$ cat src/tre_pkg.sv
package tre_pkg;
    // digit and word geometry
    localparam int             NUM_TRITS      = 9;
    localparam int             NUM_ADDR       = 5;
    localparam int             NUM_SHARED     = 4;
    localparam int             TRIT_W         = 2;
    localparam int             IDX_W          = 4;
    localparam logic [3:0]     LAST_IDX       = 4'h8;
    localparam int             CODE_SPACE     = 19683;
    // trit encodings
    localparam logic [1:0]     TRIT_LOW       = 2'h0;
    localparam logic [1:0]     TRIT_HIGH      = 2'h1;
    localparam logic [1:0]     TRIT_OPEN      = 2'h2;
    // pulse shaping, in oscillator cycles per half digit
    localparam logic [3:0]     HALF_CYCLES    = 4'h8;
    localparam logic [3:0]     SHORT_CYCLES   = 4'h2;
    localparam logic [3:0]     LONG_CYCLES    = 4'h6;
    localparam logic [3:0]     PERIOD_CYCLES  = 4'h8;
    // gap between the two words of a sequence, in data periods
    localparam logic [1:0]     GAP_PERIODS    = 2'h3;
    localparam logic [1:0]     WORDS_PER_SEQ  = 2'h2;
    // probe settling, in clock cycles
    localparam logic [1:0]     SETTLE_CYCLES  = 2'h2;
    localparam int             FIFO_DEPTH     = 16;

    typedef enum logic [2:0] {
        ST_IDLE,
        ST_PROBE_HI,
        ST_PROBE_LO,
        ST_FIRST_HALF,
        ST_SECOND_HALF,
        ST_GAP
    } tre_state_t;
endpackage : tre_pkg

$ cat src/tre_fifo_if.sv
`timescale 1ns/10ps
interface tre_fifo_if #(parameter int WIDTH = 2);
    logic             inValid;
    logic             inReady;
    logic [WIDTH-1:0] inData;
    logic             outValid;
    logic             outReady;
    logic [WIDTH-1:0] outData;
    modport fifo (input inValid, inData, outReady,
                  output inReady, outValid, outData);
    modport user (output inValid, inData, outReady,
                  input inReady, outValid, outData);
endinterface : tre_fifo_if

$ cat src/tre_fifo.sv
`timescale 1ns/10ps
module tre_fifo #(
    parameter int WIDTH = 2,
    parameter int DEPTH = 16
) (
    // clocking
    input wire logic  clk,
    input wire logic  rst_b,
    input wire logic  clkEn,
    input wire logic  flush,
    // streams
    tre_fifo_if.fifo  port
);
    localparam int AW = $clog2(DEPTH);

    logic [WIDTH-1:0] mem [DEPTH];
    logic [AW:0]      wrPtr_reg;
    logic [AW:0]      rdPtr_reg;
    logic [WIDTH-1:0] outData_reg;
    logic             outValid_reg;

    wire logic [AW:0] used  = wrPtr_reg - rdPtr_reg;
    wire logic        full  = used == (AW + 1)'(DEPTH);
    wire logic        empty = used == '0;
    wire logic        push  = port.inValid && !full;
    // output register refills when empty or being taken
    wire logic        load  = !empty && (!outValid_reg || port.outReady);
    wire logic        drop  = outValid_reg && port.outReady && !load;

    assign port.inReady  = !full;
    assign port.outValid = outValid_reg;
    assign port.outData  = outData_reg;

    always_ff @(posedge clk) begin
        if (clkEn && push) begin
            mem[wrPtr_reg[AW-1:0]] <= port.inData;
        end
    end

    always_ff @(posedge clk or negedge rst_b) begin
        if (!rst_b) begin
            wrPtr_reg    <= '0;
            rdPtr_reg    <= '0;
            outData_reg  <= '0;
            outValid_reg <= 1'b0;
        end else if (clkEn) begin
            if (flush) begin
                wrPtr_reg    <= '0;
                rdPtr_reg    <= '0;
                outValid_reg <= 1'b0;
            end else begin
                if (push) wrPtr_reg <= wrPtr_reg + 1'b1;
                if (load) begin
                    outData_reg  <= mem[rdPtr_reg[AW-1:0]];
                    outValid_reg <= 1'b1;
                    rdPtr_reg    <= rdPtr_reg + 1'b1;
                end else if (drop) begin
                    outValid_reg <= 1'b0;
                end
            end
        end
    end
endmodule : tre_fifo

$ cat src/tre_encoder.sv
`timescale 1ns/10ps
// Operation
// nine input lines, each resolved low, high or open: 19683 words
// a low send request starts a transmit sequence
// words repeat back to back while send request stays low
// a brief low pulse still yields a full two-word sequence
// receiver must not trust the first word after power-up
// three idle data periods separate the two words of a sequence
// low digit is sent as two short pulses
// high digit is sent as two long pulses
// open digit is sent as a long pulse then a short pulse
// each line is weakly pulled high, tested, then pulled low, tested
// only high: high; only low: low; both forced: open
// send request high: block idle, no probing, no pulses
// on request: start, probe lines one at a time, shift digits out
// digits go first address input through last shared input
// short and long widths are fixed cycle counts within a period
module tre_encoder (
    // clocking
    input  wire logic       clk,
    input  wire logic       rst_b,
    input  wire logic       clkEn,
    // request
    input  wire logic       send_request_n,
    // trit lines, weak pull drive
    input  wire logic [4:0] address_trit_inputs_in,
    input  wire logic [3:0] shared_trit_inputs_in,
    output logic      [4:0] address_trit_inputs_out,
    output logic      [4:0] address_trit_inputs_oe,
    output logic      [3:0] shared_trit_inputs_out,
    output logic      [3:0] shared_trit_inputs_oe,
    // serial out
    output logic            serialOut,
    output logic            busy
);
    tre_pkg::tre_state_t state_reg;
    tre_pkg::tre_state_t state_next;

    logic [3:0] idx_reg;
    logic [1:0] settle_reg;
    logic       sawHigh_reg;
    logic [3:0] cycle_reg;
    logic [1:0] gapCnt_reg;
    logic       wordNum_reg;
    logic       pending_reg;
    logic [8:0] pullOe_reg;
    logic [8:0] pullVal_reg;
    logic       serialOut_reg;
    logic       busy_reg;
    logic [1:0] curTrit_reg;
    logic       haveTrit_reg;
    logic       probeDone_reg;

    tre_fifo_if #(.WIDTH(tre_pkg::TRIT_W)) tq ();

    // the probe runs ahead of the pulse shaper; queue absorbs skew
    tre_fifo #(
        .WIDTH (tre_pkg::TRIT_W),
        .DEPTH (tre_pkg::FIFO_DEPTH)
    ) u_fifo (
        .clk   (clk),
        .rst_b (rst_b),
        .clkEn (clkEn),
        .flush (state_reg == tre_pkg::ST_IDLE),
        .port  (tq)
    );

    function automatic logic [1:0] classify(input logic hi, input logic lo);

        if (hi && !lo) classify = tre_pkg::TRIT_OPEN;
        else if (hi) classify = tre_pkg::TRIT_HIGH;
        else classify = tre_pkg::TRIT_LOW;
    endfunction : classify

    function automatic logic [3:0] pulseLen(input logic [1:0] t,
                                            input logic second);

        if (t == tre_pkg::TRIT_HIGH) pulseLen = tre_pkg::LONG_CYCLES;
        else if (t == tre_pkg::TRIT_OPEN)
            pulseLen = second ? tre_pkg::SHORT_CYCLES
                              : tre_pkg::LONG_CYCLES;
        else pulseLen = tre_pkg::SHORT_CYCLES;
    endfunction : pulseLen

    // index 0..4 address, 5..8 shared
    wire logic [8:0] lineIn   = {shared_trit_inputs_in,
                                 address_trit_inputs_in};
    wire logic       lineNow  = lineIn[idx_reg];
    wire logic       settled  = settle_reg == tre_pkg::SETTLE_CYCLES;
    wire logic       request  = !send_request_n;
    wire logic       probing  = state_reg != tre_pkg::ST_IDLE
                                && !probeDone_reg;
    wire logic       probeHi  = probing && pullVal_reg[idx_reg]
                                && pullOe_reg[idx_reg];
    wire logic       lastLine = idx_reg == tre_pkg::LAST_IDX;
    wire logic       pushNow  = probing && !probeHi && settled
                                && pullOe_reg[idx_reg];
    wire logic       periodEnd = cycle_reg == tre_pkg::PERIOD_CYCLES
                                 - 4'h1;
    wire logic       digitEnd = state_reg == tre_pkg::ST_SECOND_HALF
                                && periodEnd;
    wire logic       wordEnd  = digitEnd && tq.outValid == 1'b0
                                && probeDone_reg;
    wire logic       gapEnd   = state_reg == tre_pkg::ST_GAP && periodEnd
                                && gapCnt_reg == tre_pkg::GAP_PERIODS
                                   - 2'h1;
    wire logic       secondHalf = state_reg == tre_pkg::ST_SECOND_HALF;
    wire logic [3:0] highLen  = pulseLen(curTrit_reg, secondHalf);
    wire logic       pulseLvl = (state_reg == tre_pkg::ST_FIRST_HALF
                                 || secondHalf) && haveTrit_reg
                                && cycle_reg < highLen;

    assign tq.inValid  = pushNow;
    assign tq.inData   = classify(sawHigh_reg, lineNow);
    assign tq.outReady = (state_reg == tre_pkg::ST_IDLE
                          || state_reg == tre_pkg::ST_GAP) ? 1'b0
                         : (!haveTrit_reg || digitEnd);

    always_comb begin
        state_next = state_reg;
        unique case (state_reg)
            tre_pkg::ST_IDLE:
                if (request || pending_reg) state_next = tre_pkg::ST_FIRST_HALF;
            tre_pkg::ST_PROBE_HI, tre_pkg::ST_PROBE_LO,
            tre_pkg::ST_FIRST_HALF:
                if (periodEnd && haveTrit_reg)
                    state_next = tre_pkg::ST_SECOND_HALF;
            tre_pkg::ST_SECOND_HALF:
                if (wordEnd) begin
                    // gap after first word; after second
                    if (!wordNum_reg) state_next = tre_pkg::ST_GAP;
                    else if (request) state_next = tre_pkg::ST_FIRST_HALF;
                    else state_next = tre_pkg::ST_IDLE;
                end else if (digitEnd) begin
                    state_next = tre_pkg::ST_FIRST_HALF;
                end
            tre_pkg::ST_GAP:
                if (gapEnd) state_next = tre_pkg::ST_FIRST_HALF;
        endcase
    end

    always_ff @(posedge clk or negedge rst_b) begin
        if (!rst_b) begin
            state_reg <= tre_pkg::ST_IDLE;
        end else if (clkEn) begin
            state_reg <= state_next;
        end
    end

    // probe engine: per line pull high, sample, pull low, sample
    always_ff @(posedge clk or negedge rst_b) begin
        if (!rst_b) begin
            idx_reg       <= 4'h0;
            settle_reg    <= 2'h0;
            sawHigh_reg   <= 1'b0;
            pullOe_reg    <= 9'h000;
            pullVal_reg   <= 9'h000;
            probeDone_reg <= 1'b0;
        end else if (clkEn) begin
            // no restart at gap end: the second word's probe starts in the gap
            if (state_reg == tre_pkg::ST_IDLE
                || (wordEnd && state_next != tre_pkg::ST_IDLE)) begin
                idx_reg       <= 4'h0;
                settle_reg    <= 2'h0;
                pullOe_reg    <= 9'h000;
                probeDone_reg <= state_reg == tre_pkg::ST_IDLE
                                 && !(request || pending_reg);
            end else if (probing && tq.inReady) begin
                if (!pullOe_reg[idx_reg]) begin
                    // weak high drive first
                    pullOe_reg[idx_reg]  <= 1'b1;
                    pullVal_reg[idx_reg] <= 1'b1;
                    settle_reg           <= 2'h0;
                end else if (!settled) begin
                    settle_reg <= settle_reg + 2'h1;
                end else if (pullVal_reg[idx_reg]) begin
                    // test high, then weak low drive
                    sawHigh_reg          <= lineNow;
                    pullVal_reg[idx_reg] <= 1'b0;
                    settle_reg           <= 2'h0;
                end else begin
                    // low test done, next line
                    pullOe_reg[idx_reg] <= 1'b0;
                    settle_reg          <= 2'h0;
                    if (lastLine) probeDone_reg <= 1'b1;
                    else idx_reg <= idx_reg + 4'h1;
                end
            end
        end
    end

    // pulse shaper and sequence bookkeeping
    always_ff @(posedge clk or negedge rst_b) begin
        if (!rst_b) begin
            cycle_reg     <= 4'h0;
            gapCnt_reg    <= 2'h0;
            wordNum_reg   <= 1'b0;
            pending_reg   <= 1'b0;
            curTrit_reg   <= tre_pkg::TRIT_LOW;
            haveTrit_reg  <= 1'b0;
            serialOut_reg <= 1'b0;
            busy_reg      <= 1'b0;
        end else if (clkEn) begin
            // latch a short request so the sequence completes
            if (request) pending_reg <= 1'b1;
            else if (state_reg != tre_pkg::ST_IDLE) pending_reg <= 1'b0;
            busy_reg      <= state_next != tre_pkg::ST_IDLE;
            serialOut_reg <= pulseLvl;
            if (state_reg == tre_pkg::ST_IDLE) begin
                cycle_reg    <= 4'h0;
                gapCnt_reg   <= 2'h0;
                wordNum_reg  <= 1'b0;
                haveTrit_reg <= 1'b0;
            end else begin
                if (tq.outValid && tq.outReady) begin
                    curTrit_reg  <= tq.outData;
                    haveTrit_reg <= 1'b1;
                end else if (digitEnd) begin
                    haveTrit_reg <= 1'b0;
                end
                // cycle count only advances with a digit in hand or in the gap
                if (haveTrit_reg || state_reg == tre_pkg::ST_GAP)
                    cycle_reg <= periodEnd ? 4'h0 : cycle_reg + 4'h1;
                if (state_reg == tre_pkg::ST_GAP && periodEnd)
                    gapCnt_reg <= gapCnt_reg + 2'h1;
                if (wordEnd) begin
                    wordNum_reg <= !wordNum_reg;
                    gapCnt_reg  <= 2'h0;
                end
            end
        end
    end

    assign address_trit_inputs_out = pullVal_reg[4:0];
    assign address_trit_inputs_oe  = pullOe_reg[4:0];
    assign shared_trit_inputs_out  = pullVal_reg[8:5];
    assign shared_trit_inputs_oe   = pullOe_reg[8:5];
    assign serialOut               = serialOut_reg;
    assign busy                    = busy_reg;
endmodule : tre_encoder

$ cat config.mk
export PLATFORM = sky130hd
export DESIGN_NAME = tre_encoder
export DESIGN_NICKNAME = d
export VERILOG_FILES = /design/src/tre_pkg.sv /design/src/tre_fifo_if.sv /design/src/tre_fifo.sv /design/src/tre_encoder.sv
export SDC_FILE = /design/constraint.sdc
export NUM_CORES = 1
export LEC_CHECK = 0
export BUFFER_PORTS_ARGS = -buffer_cell sky130_fd_sc_hd__buf_2
export CAP_MARGIN = 20
export CELL_PAD_IN_SITES_DETAIL_PLACEMENT = 0
export CELL_PAD_IN_SITES_GLOBAL_PLACEMENT = 2
export CORE_ASPECT_RATIO = 0.7
export CORE_UTILIZATION = 40
export CTS_CLUSTER_DIAMETER = 80
export CTS_CLUSTER_SIZE = 30
export DETAILED_ROUTE_END_ITERATION = 8
export PLACE_DENSITY_LB_ADDON = 0.15
export SKIP_CTS_REPAIR_TIMING = 1
export SLEW_MARGIN = 20
export SYNTH_ARGS = -nofsm -noshare
export SYNTH_HDL_FRONTEND = slang
export SYNTH_SLANG_ARGS = --single-unit
$ cat constraint.sdc
create_clock -name clk -period 5.9 [get_ports clk]
set_input_delay 0.59 -clock clk [delete_from_list [all_inputs] [get_ports clk]]
set_output_delay 0.59 -clock clk [all_outputs]
set_load 0.02 [all_outputs]
==> results of run 1 <==
## cell usage after synthesis (7+ instances only)
cell / instances
dfrtp_1: 55
nand2_1: 54
o21ai_0: 33
edfxtp_1: 32
and2_1: 20
nand3_1: 20
ha_1: 16
inv_1: 16
nor2_1: 14
mux4_2: 13
o211ai_1: 12
clkbuf_1: 11
mux2_2: 10
mux2i_1: 8
nor2b_1: 7
## worst min-delay path by stage
| stage | end | slack [ps] | cells past startpoint |
|---|---|---|---|
| floorplan | async pin | 290 | 0 |
| global placement | serialOut | 470 | 1 |
| detailed placement | pending_reg | 490 | 2 |
| CTS | u_fifo.rdPtr_reg[0] | 420 | 2 |
| global route | u_fifo.port.outData[0] | 460 | 2 |
| finish | u_fifo.port.outData[0] | 390 | 2 |
## power by group through the flow
| stage | registers [uW] | clock network [uW] | logic [uW] |
|---|---|---|---|
| floorplan | 892 | 0 | 672 |
| global placement | 958 | 0 | 840 |
| detailed placement | 962 | 0 | 839 |
| CTS | 950 | 627 | 848 |
| global route | 979 | 650 | 944 |
| finish | 949 | 611 | 844 |
## kinds of logic (layout without fill, tap and decap cells)
kind of cell,Yosys count,after routing,synth area share (%)
and+or+nand+nor,152,152,17.6
AOI/OAI and AO/OA,86,86,12.7
adders and majority gates,16,16,4.30
buffers and inverters,33,65,2.98
muxes,32,32,10.7
DFF,87,87,50.2
xor gates and xnor gates,8,8,1.51
## routing by layer
| layer | up-vias | share of wire (%) |
|---|---|---|
| met5 | - | 0 |
| li1 | 1592 | - |
| met2 | 71 | 43 |
| met1 | 1632 | 52 |
| met4 | 0 | 1.2 |
| met3 | 13 | 4.0 |
## stage by stage
| step | total power [uW] | hold WS [ps] | utilization [%] | worst slack, ps |
|---|---|---|---|---|
| final | 2400 | 391 | 47.1 | 2460 |
| after CTS | 2420 | 419 | 47.1 | 2450 |
| after global routing | 2570 | 461 | 47.1 | 2230 |
| after detailed placement | 1800 | 493 | 44.2 | 2480 |
| after global placement | 1800 | 472 | 44.2 | 2530 |
| after floorplan | 1560 | 294 | - | 2760 |
## cell type report
class | count | area, sq um
Clock buffer | 9 | 225
Fill cell | 1041 | 5910
Inverter | 16 | 60.1
Tap cell | 153 | 191
Sequential cell | 87 | 2340
Clock inverter | 7 | 97.6
Multi-Input combinational cell | 294 | 2180
Timing Repair Buffer | 33 | 168
==> run_results.csv, run 1 <==
group,metric,value,unit
clock_tree,cts_tree,"yes",
critical_path,cpPeakStageDelay,640,ps
pwr,peakVddDrop,0.000166,V
logic_synthesis,synth_top_cell_by_area,"dfrtp_1",
pwr,p_comb_share,35.1,%
route,drt_iter0_drc,203,
layout,mostFrequentLayoutCells,"55 x dfrtp_1, 54 x nand2_1, 33 x o21ai_0, 32 x buf_2, 32 x edfxtp_1",
global_route,met3_usage,4.78,%
floorplanning,rows,32,
place,hpwl,7700,microns
timing,fmaxAchievable,0.291,GHz
critical_path,path_cells,"inv_1 -> ha_1 -> nor2b_4 -> o211a_1 -> o311a_1 -> a311oi_4 -> nand3_2 -> nor3b_2 -> and2_1",
clock_tree,numCtsBuffers,9,
critical_path,cp.depth,9,
route,finalWirelength,10700,microns
global_route,grt_use_total,20.2,%
pwr,cellInternalPower,1470,uW
layout,insertedDiodeCount,0,
route,final_antenna_net_count,0,
critical_path,arrival,3490,ps
layout,fin_area,5260,sq um
logic_synthesis,synth.distinct_cells,63,
logic_synthesis,synth_seq_cells,87,
clock_tree,clockBufferDepth,2,
timing,period_share,58.2,%
global_route,grt_pass1_wl,18200,microns
floorplanning,die_w,131,microns
route,vias,3308,
route,routed_via_density,5.52,
timing,max-slew-margin-rel,35.4,%
floorplanning,dieArea,12100,sq um
clock_tree,cts-htree-levels,3,
route,dr.pass1.iters,4,
logic_synthesis,yosysWarningCount,0,
pwr,seqPwrFrac,39.5,%
global_route,grt_max_degree,56,
critical_path,crit_path_end,"u_fifo.mem[4][1]",
pwr,switching_power,931,uW
floorplanning,core,11200,sq um
floorplanning,pin_count,33,
clock_tree,clk_pin_slew,70,ps
timing,rsz0062_at_grt,"no",
place,placed_area,4940,sq um
logic_synthesis,syn-num-nets,443,
layout,layout_commonest_cell,"dfrtp_1",
pwr,pwr-share-clk,25.4,%
logic_synthesis,syn_avg_cell_area,11.2,sq um
route,avgRoutedWirePerCell,17.9,microns
global_route,met1_usage,30.5,%
critical_path,setup.worst_path.end_class,"flip-flop",
layout,areaGrowthSynthToFinish,13.0,%
logic_synthesis,async_reset_ff_share,63.2,%
clock_tree,insertion_delay,340,ps
place,place.gp.congestion,0.725,
pwr,power_density,457,nW/um^2
layout,layout.cells.non_filler,599,
critical_path,crit_buf_inv,1,
critical_path,startpoint_type,"flip-flop",
critical_path,reg2reg_setup_slack,2460,ps
route,drc,0,
run,cap_viol_max_count,0,
layout,layout-drive-gt1-share,18.6,%
logic_synthesis,synth-main-ff-cell,"dfrtp_1",
timing,finalMaxSlewViolations,0,
critical_path,cp_slowest_cell,"dfrtp_1",
logic_synthesis,synth_edf_count,32,
min_path,min-delay-path-class,"in2async",
critical_path,path_class,"reg2reg",
logic_synthesis,syn_inst,414,
critical_path,worst-r2r-cell-count,9,
critical_path,cp-startpoint,"u_fifo.rdPtr_reg[1]",
logic_synthesis,synth_top_area_share,29.6,%
pwr,p_sw_share,38.7,%
global_route,grt.overflow.total,0,
place,io_buffers,32,
global_route,antenna_found_initial,0,
timing,fin_worst_skew,7.60,ps
floorplanning,start_util,41.7,%
critical_path,crit_family,"compound AO/OA/AOI/OAI gates",
outcome,status,"complete, no violations",
layout,design.final.nets,470,
clock_tree,cts_root_buf,"clkbuf_16",
timing,setup_violations,0,
critical_path,crit_required,5950,ps
logic_synthesis,yosysSeqAreaShare,50.2,%
critical_path,critical_path.max_fanout,12,
critical_path,rr_startpoint,"u_fifo.rdPtr_reg[1]",
critical_path,reg2reg_to,"u_fifo.mem[4][1]",
place,dp_cells,583,
timing,min_period,3440,ps
logic_synthesis,synth_area_leaders,"dfrtp_1 30%, edfxtp_1 21%, mux4_2 6.3%",
global_route,grt_pass1_vias,3341,
clock_tree,clock-sinks,87,
logic_synthesis,netlist_area,4660,sq um
global_route,grt_util_met2,28.5,%
pwr,leakagePower,0.00223,uW
floorplanning,die_y,92.3,microns
global_route,gr-max-usage-layer,"met1",
timing,tightest_slew,965,ps
timing,tns,0,ps
timing,finalHoldViolations,0,
No activity file was read; power rests on OpenSTA's default activity.
==> run 2: changes to the inputs <==
Settings changed: ABC_AREA set to 1, CORE_UTILIZATION 40 to 37.
Clock period 5.9 ns to 3.3 ns, I/O delays scaled along.
==> run_results.csv, run 2 <==
group,metric,value,unit
outcome,status,"complete, no violations",
logic_synthesis,syn_avg_cell_area,8.12,sq um
logic_synthesis,synth-main-ff-cell,"dfrtp_1",
logic_synthesis,synth_edf_count,32,
timing,min_period,2800,ps
critical_path,rr_startpoint,"u_fifo.rdPtr_reg[1]",
floorplanning,die_w,140,microns
clock_tree,clk_pin_slew,60,ps
floorplanning,die_y,98.5,microns
logic_synthesis,synth_top_area_share,28.0,%
pwr,leakagePower,0.00250,uW
global_route,grt_pass1_vias,3916,
timing,finalMaxSlewViolations,0,
critical_path,crit_family,"simple AND/OR/NAND/NOR gates",
route,final_antenna_net_count,0,
route,avgRoutedWirePerCell,15.9,microns
clock_tree,clockBufferDepth,2,
floorplanning,dieArea,13800,sq um
global_route,grt_max_degree,39,
floorplanning,start_util,38.8,%
timing,fmaxAchievable,0.358,GHz
logic_synthesis,synth_seq_cells,87,
timing,finalHoldViolations,0,
critical_path,crit_top_cell,"nand2_1",
critical_path,cp_slowest_cell,"dfrtp_1",
run,cap_viol_max_count,0,
logic_synthesis,yosysWarningCount,0,
critical_path,path_cells,"clkinv_1 -> ha_1 -> inv_1 -> o21bai_1 -> nand2_1 -> nand2_1 -> nand2_1 -> nand2_1 -> nor2_1 -> nand2_1 -> nand2_1 -> inv_1 -> nand2_2 -> clkinv_2 -> nand2_2 -> nor2_1",
logic_synthesis,async_reset_ff_share,63.2,%
layout,layout-drive-gt1-share,14.9,%
timing,max-slew-margin-rel,39.2,%
min_path,min-delay-path-class,"in2async",
timing,tightest_slew,912,ps
floorplanning,pin_count,33,
place,preCtsSetupSlack,540,ps
critical_path,cpPeakStageDelay,500,ps
place,place.gp.congestion,0.880,
clock_tree,cts-htree-levels,3,
logic_synthesis,yosysMostFrequentCell,"nand2_1",
critical_path,crit_required,3330,ps
timing,tns,0,ps
timing,worst_slack,505,ps
route,routed_via_density,5.17,
clock_tree,numCtsBuffers,9,
clock_tree,cts_root_buf,"clkbuf_16",
layout,areaGrowthSynthToFinish,12.8,%
route,finalWirelength,12800,microns
layout,layout_commonest_cell,"nand2_1",
critical_path,reg2reg_to,"u_fifo.mem[3][0]",
clock_tree,clock-sinks,87,
global_route,grt.overflow.total,0,
floorplanning,core,12700,sq um
critical_path,setup.worst_path.end_class,"flip-flop",
critical_path,path_class,"reg2reg",
global_route,antenna_found_initial,0,
critical_path,startpoint_type,"flip-flop",
timing,setup_violations,0,
global_route,grt_use_total,20.0,%
timing,fin_worst_skew,9.78,ps
critical_path,critical_path.max_fanout,11,
global_route,grt_pass1_wl,21000,microns
clock_tree,insertion_delay,350,ps
logic_synthesis,ys_top_cells_by_count,"135 x nand2_1, 75 x nor2_1, 55 x dfrtp_1",
critical_path,crit_buf_inv,4,
logic_synthesis,yosysSeqAreaShare,47.5,%
pwr,peakVddDrop,0.000303,V
timing,period_share,84.7,%
timing,rsz0062_at_grt,"no",
pwr,finalPower,4190,uW
logic_synthesis,netlist_area,4920,sq um
layout,insertedDiodeCount,0,
critical_path,worst-r2r-cell-count,16,
layout,design.final.nets,667,
floorplanning,rows,34,
logic_synthesis,syn_inst,606,
logic_synthesis,synth_top_cell_by_area,"dfrtp_1",
layout,final.fill_count,1320,
place,hpwl,9710,microns
route,dr.pass1.iters,5,
place,io_buffers,32,
critical_path,arrival,2830,ps
logic_synthesis,synth.distinct_cells,38,
logic_synthesis,syn-num-nets,635,
critical_path,reg2reg_setup_slack,500,ps
clock_tree,cts_tree,"yes",
route,drt_iter0_drc,318,
route,vias,4158,
layout,mostFrequentLayoutCells,"135 x nand2_1, 75 x nor2_1, 55 x dfrtp_1, 53 x inv_1, 53 x nand3_1",
logic_synthesis,synth_area_leaders,"dfrtp_1 28%, edfxtp_1 20%, nand2_1 10%",
pwr,power_density,755,nW/um^2
route,drc,0,
-- run 2: changes by cell type after synthesis, moves of 10 or more --
cell | before | now
mux4_2 | 13 | 0
nor2_1 | 14 | 75
nand3_1 | 20 | 53
o211ai_1 | 12 | 2
and2_1 | 20 | 0
nand2_1 | 54 | 135
nand2_2 | 0 | 12
o21ai_0 | 33 | 51
inv_1 | 16 | 53
a21oi_1 | 5 | 24
-- run 2: power by group --
| part | total, uW | internal [uW] | switching, uW |
|---|---|---|---|
| registers | 1510 | 1310 | 200 |
| clock network | 1060 | 612 | 450 |
| logic | 1620 | 486 | 1140 |
| total | 4190 | 2410 | 1790 |
-- run 2: routing by layer --
metal | wire [microns] | track usage [%] | vias to the layer above | part of all wire (%)
met2 | 5030 | 27.3 | 98 | 39
met3 | 685 | 3.64 | 13 | 5.3
met1 | 6990 | 31.8 | 1970 | 54
met4 | 125 | 5.07 | 0 | 0.97
met5 | 0 | 0 | - | 0
li1 | - | - | 2077 | -
-- run 2: worst max-delay path by stage --
| stage | from | endpoint | slack (ps) | depth (start not counted) |
|---|---|---|---|---|
| 6_report | u_fifo.rdPtr_reg[1] | u_fifo.mem[3][0] | 500 | 16 |
| 5_1_grt | u_fifo.rdPtr_reg[1] | u_fifo.mem[5][1] | 180 | 16 |
| 4_1_cts | u_fifo.rdPtr_reg[1] | u_fifo.mem[3][0] | 540 | 16 |
| 3_5_place_dp | u_fifo.rdPtr_reg[1] | u_fifo.mem[3][0] | 540 | 16 |
| 3_3_place_gp | u_fifo.rdPtr_reg[1] | u_fifo.mem[11][0] | 640 | 15 |
| 2_1_floorplan | u_fifo.rdPtr_reg[1] | u_fifo.mem[15][0] | 800 | 17 |
-- run 2: metrics by stage --
step / instance area [sq um] / cells / util [%] / hold slack [ps]
CTS: 5550 / 805 / 43.8 / 151
global route: 5550 / 805 / 43.8 / 205
global placement: 5240 / 789 / 41.3 / 474
floorplan: 4920 / 606 / - / 34.4
detailed placement: 5240 / 789 / 41.3 / 476
finish: 5550 / 805 / 43.8 / 120
-- run 2: layout make-up --
cell class              count  area [sq um]  share of cell area [%]
clock buffers              10           239                    4.31
well taps                 162           203                    3.65
multi-input cells         439          2270                    40.8
clock inverters             6          68.8                    1.24
flip-flops and latches     87          2340                    42.1
repair buffers             36           190                    3.43
inverters                  65           245                    4.42
-- run 2: cells by family (layout without fill, tap and decap cells) --
group | after synthesis | after routing | synth area share [%]
multiplexers | 1 | 1 | 0.229
AO/OA/AOI/OAI | 107 | 107 | 12.2
XOR/XNOR | 12 | 12 | 2.14
flip-flops | 87 | 87 | 47.5
AND/OR/NAND/NOR | 303 | 303 | 27.4
buffers and inverters | 80 | 117 | 6.46
adder cells (fa/ha/maj) | 16 | 16 | 4.07
-- run 2: worst reg2reg max path, delay by kind of cell, from the launching register on --
kind / cells / cell delay (ps)
AOI/OAI and AO/OA: 1 / 220
and+or+nand+nor: 10 / 840
DFF: 1 / 500
adders and majority gates: 1 / 380
buffers and inverters: 4 / 560
==> run 3: changes to the inputs <==
Settings changed: ABC_AREA 1 to 0, CORE_UTILIZATION 37 to 40.
Clock period 3.3 ns to 2.7 ns, I/O delays scaled along.
==> run_results.csv, run 3 (synthesis gave the netlist of run 1 again) <==
group,metric,value,unit
floorplanning,pin_count,33,
pwr,leakagePower,0.00239,uW
outcome,status,"complete, no violations",
global_route,grt_pass1_vias,3443,
route,finalWirelength,11100,microns
pwr,power_density,991,nW/um^2
run,cap_viol_max_count,0,
route,avgRoutedWirePerCell,17.5,microns
layout,insertedDiodeCount,0,
global_route,grt_max_degree,56,
global_route,antenna_found_initial,0,
clock_tree,insertion_delay,350,ps
critical_path,worst-r2r-cell-count,9,
critical_path,arrival,2750,ps
timing,finalMaxSlewViolations,0,
floorplanning,die_y,92.3,microns
timing,tns,0,ps
clock_tree,cts_tree,"yes",
layout,design.final.nets,505,
floorplanning,core,11200,sq um
critical_path,crit_required,2760,ps
critical_path,reg2reg_to,"u_fifo.mem[6][1]",
layout,mostFrequentLayoutCells,"54 x nand2_1, 54 x dfrtp_1, 36 x buf_4, 33 x o21ai_0",
timing,tightest_slew,729,ps
clock_tree,clockBufferDepth,2,
route,vias,3487,
place,hpwl,8150,microns
global_route,grt_pass1_wl,18300,microns
floorplanning,rows,32,
floorplanning,start_util,41.7,%
critical_path,reg2reg_setup_slack,20,ps
timing,rsz0062_at_grt,"yes",
clock_tree,cts_root_buf,"clkbuf_16",
route,drt_iter0_drc,205,
critical_path,cp-startpoint,"u_fifo.rdPtr_reg[1]",
route,drc,0,
critical_path,setup.worst_path.end_class,"flip-flop",
floorplanning,die_w,131,microns
place,place.gp.congestion,0.777,
timing,period_share,99.4,%
layout,layout-drive-gt1-share,27.9,%
timing,fin_worst_skew,10.1,ps
pwr,finalPower,5540,uW
place,dp_cells,615,
clock_tree,clk_pin_slew,70,ps
global_route,grt.overflow.total,0,
global_route,grt_use_total,20.2,%
route,routed_via_density,5.50,
pwr,peakVddDrop,0.000448,V
critical_path,path_class,"reg2reg",
timing,max-slew-margin-rel,51.4,%
timing,fmaxAchievable,0.373,GHz
layout,areaGrowthSynthToFinish,20.1,%
place,io_buffers,32,
route,dr.pass1.iters,4,
layout,layout.cells.non_filler,634,
clock_tree,numCtsBuffers,9,
floorplanning,dieArea,12100,sq um
clock_tree,cts-htree-levels,3,
route,final_antenna_net_count,0,
critical_path,startpoint_type,"flip-flop",
timing,finalHoldViolations,0,
critical_path,rr_startpoint,"u_fifo.rdPtr_reg[1]",
min_path,min-delay-path-class,"in2async",
clock_tree,clock-sinks,87,
critical_path,critical_path.max_fanout,4,
timing,setup_violations,0,
timing,min_period,2680,ps
run 3: cell count changes in the layout (fill, tap and decap cells not counted), moves of 9 or more:
cell,change
nand2_1,-81
nor2_1,-61
inv_1,-38
nand3_1,-34
buf_4,+32
a21oi_1,-19
o21ai_0,-18
mux4_2,+13
nand2_2,-12
and2_1,+11
o211ai_1,+10
and2_4,+9
mux2_2,+9
o22ai_1,-9
run 3: where the power goes:
group          total [uW]  internal, uW  switching, uW  leakage [uW]
Sequential           1900          1650            250      0.000996
Combinational        2350          1050           1300       0.00125
Clock                1290           729            558      0.000146
run 3: layout make-up:
class                      instances  area (sq um)
clock buffer                       9           225
clock inverter                     7          78.8
fill                            1010          5580
inverter                          16          62.6
tap                              153           191
timing repair buffer              68           430
sequential                        87          2340
multi-input combinational        294          2270
run 3: worst max path at each step:
stage	end	slack [ps]
2_1_floorplan	u_fifo.mem[12][0]	-100
3_3_place_gp	u_fifo.mem[9][0]	20
3_5_place_dp	pullOe_reg[6]	-40
4_1_cts	pullOe_reg[6]	-50
5_1_grt	u_fifo.mem[5][1]	-110
6_report	u_fifo.mem[6][1]	20
run 3: per-layer routing:
metal	vias up	track usage [%]	part of all wire, %
met3	11	4.20	5.9
li1	1665	-	-
met2	78	28.3	41
met4	0	5.36	1.1
met5	-	0	0
met1	1733	31.3	52
run 3: through the flow:
stage / cell area, sq um / worst slack [ps] / hold WS, ps / util [%]
6_report: 5590 / 16.1 / 69.6 / 50.1
2_1_floorplan: 4700 / -95.3 / -25.6 / -
5_1_grt: 5590 / -108 / 135 / 50.1
4_1_cts: 5510 / -49.5 / 98.5 / 49.3
3_3_place_gp: 5200 / 21.6 / 464 / 46.6
3_5_place_dp: 5200 / -39.3 / 471 / 46.6
run 3: critical path: stages (launching register included):
cell and delay [ps]:
dfrtp_1 410, inv_4 70, ha_4 190, nor2b_4 130, o211a_1 230, o311a_1 340
a311oi_4 380, nand3_4 160, nor3b_4 290, and2_1 200
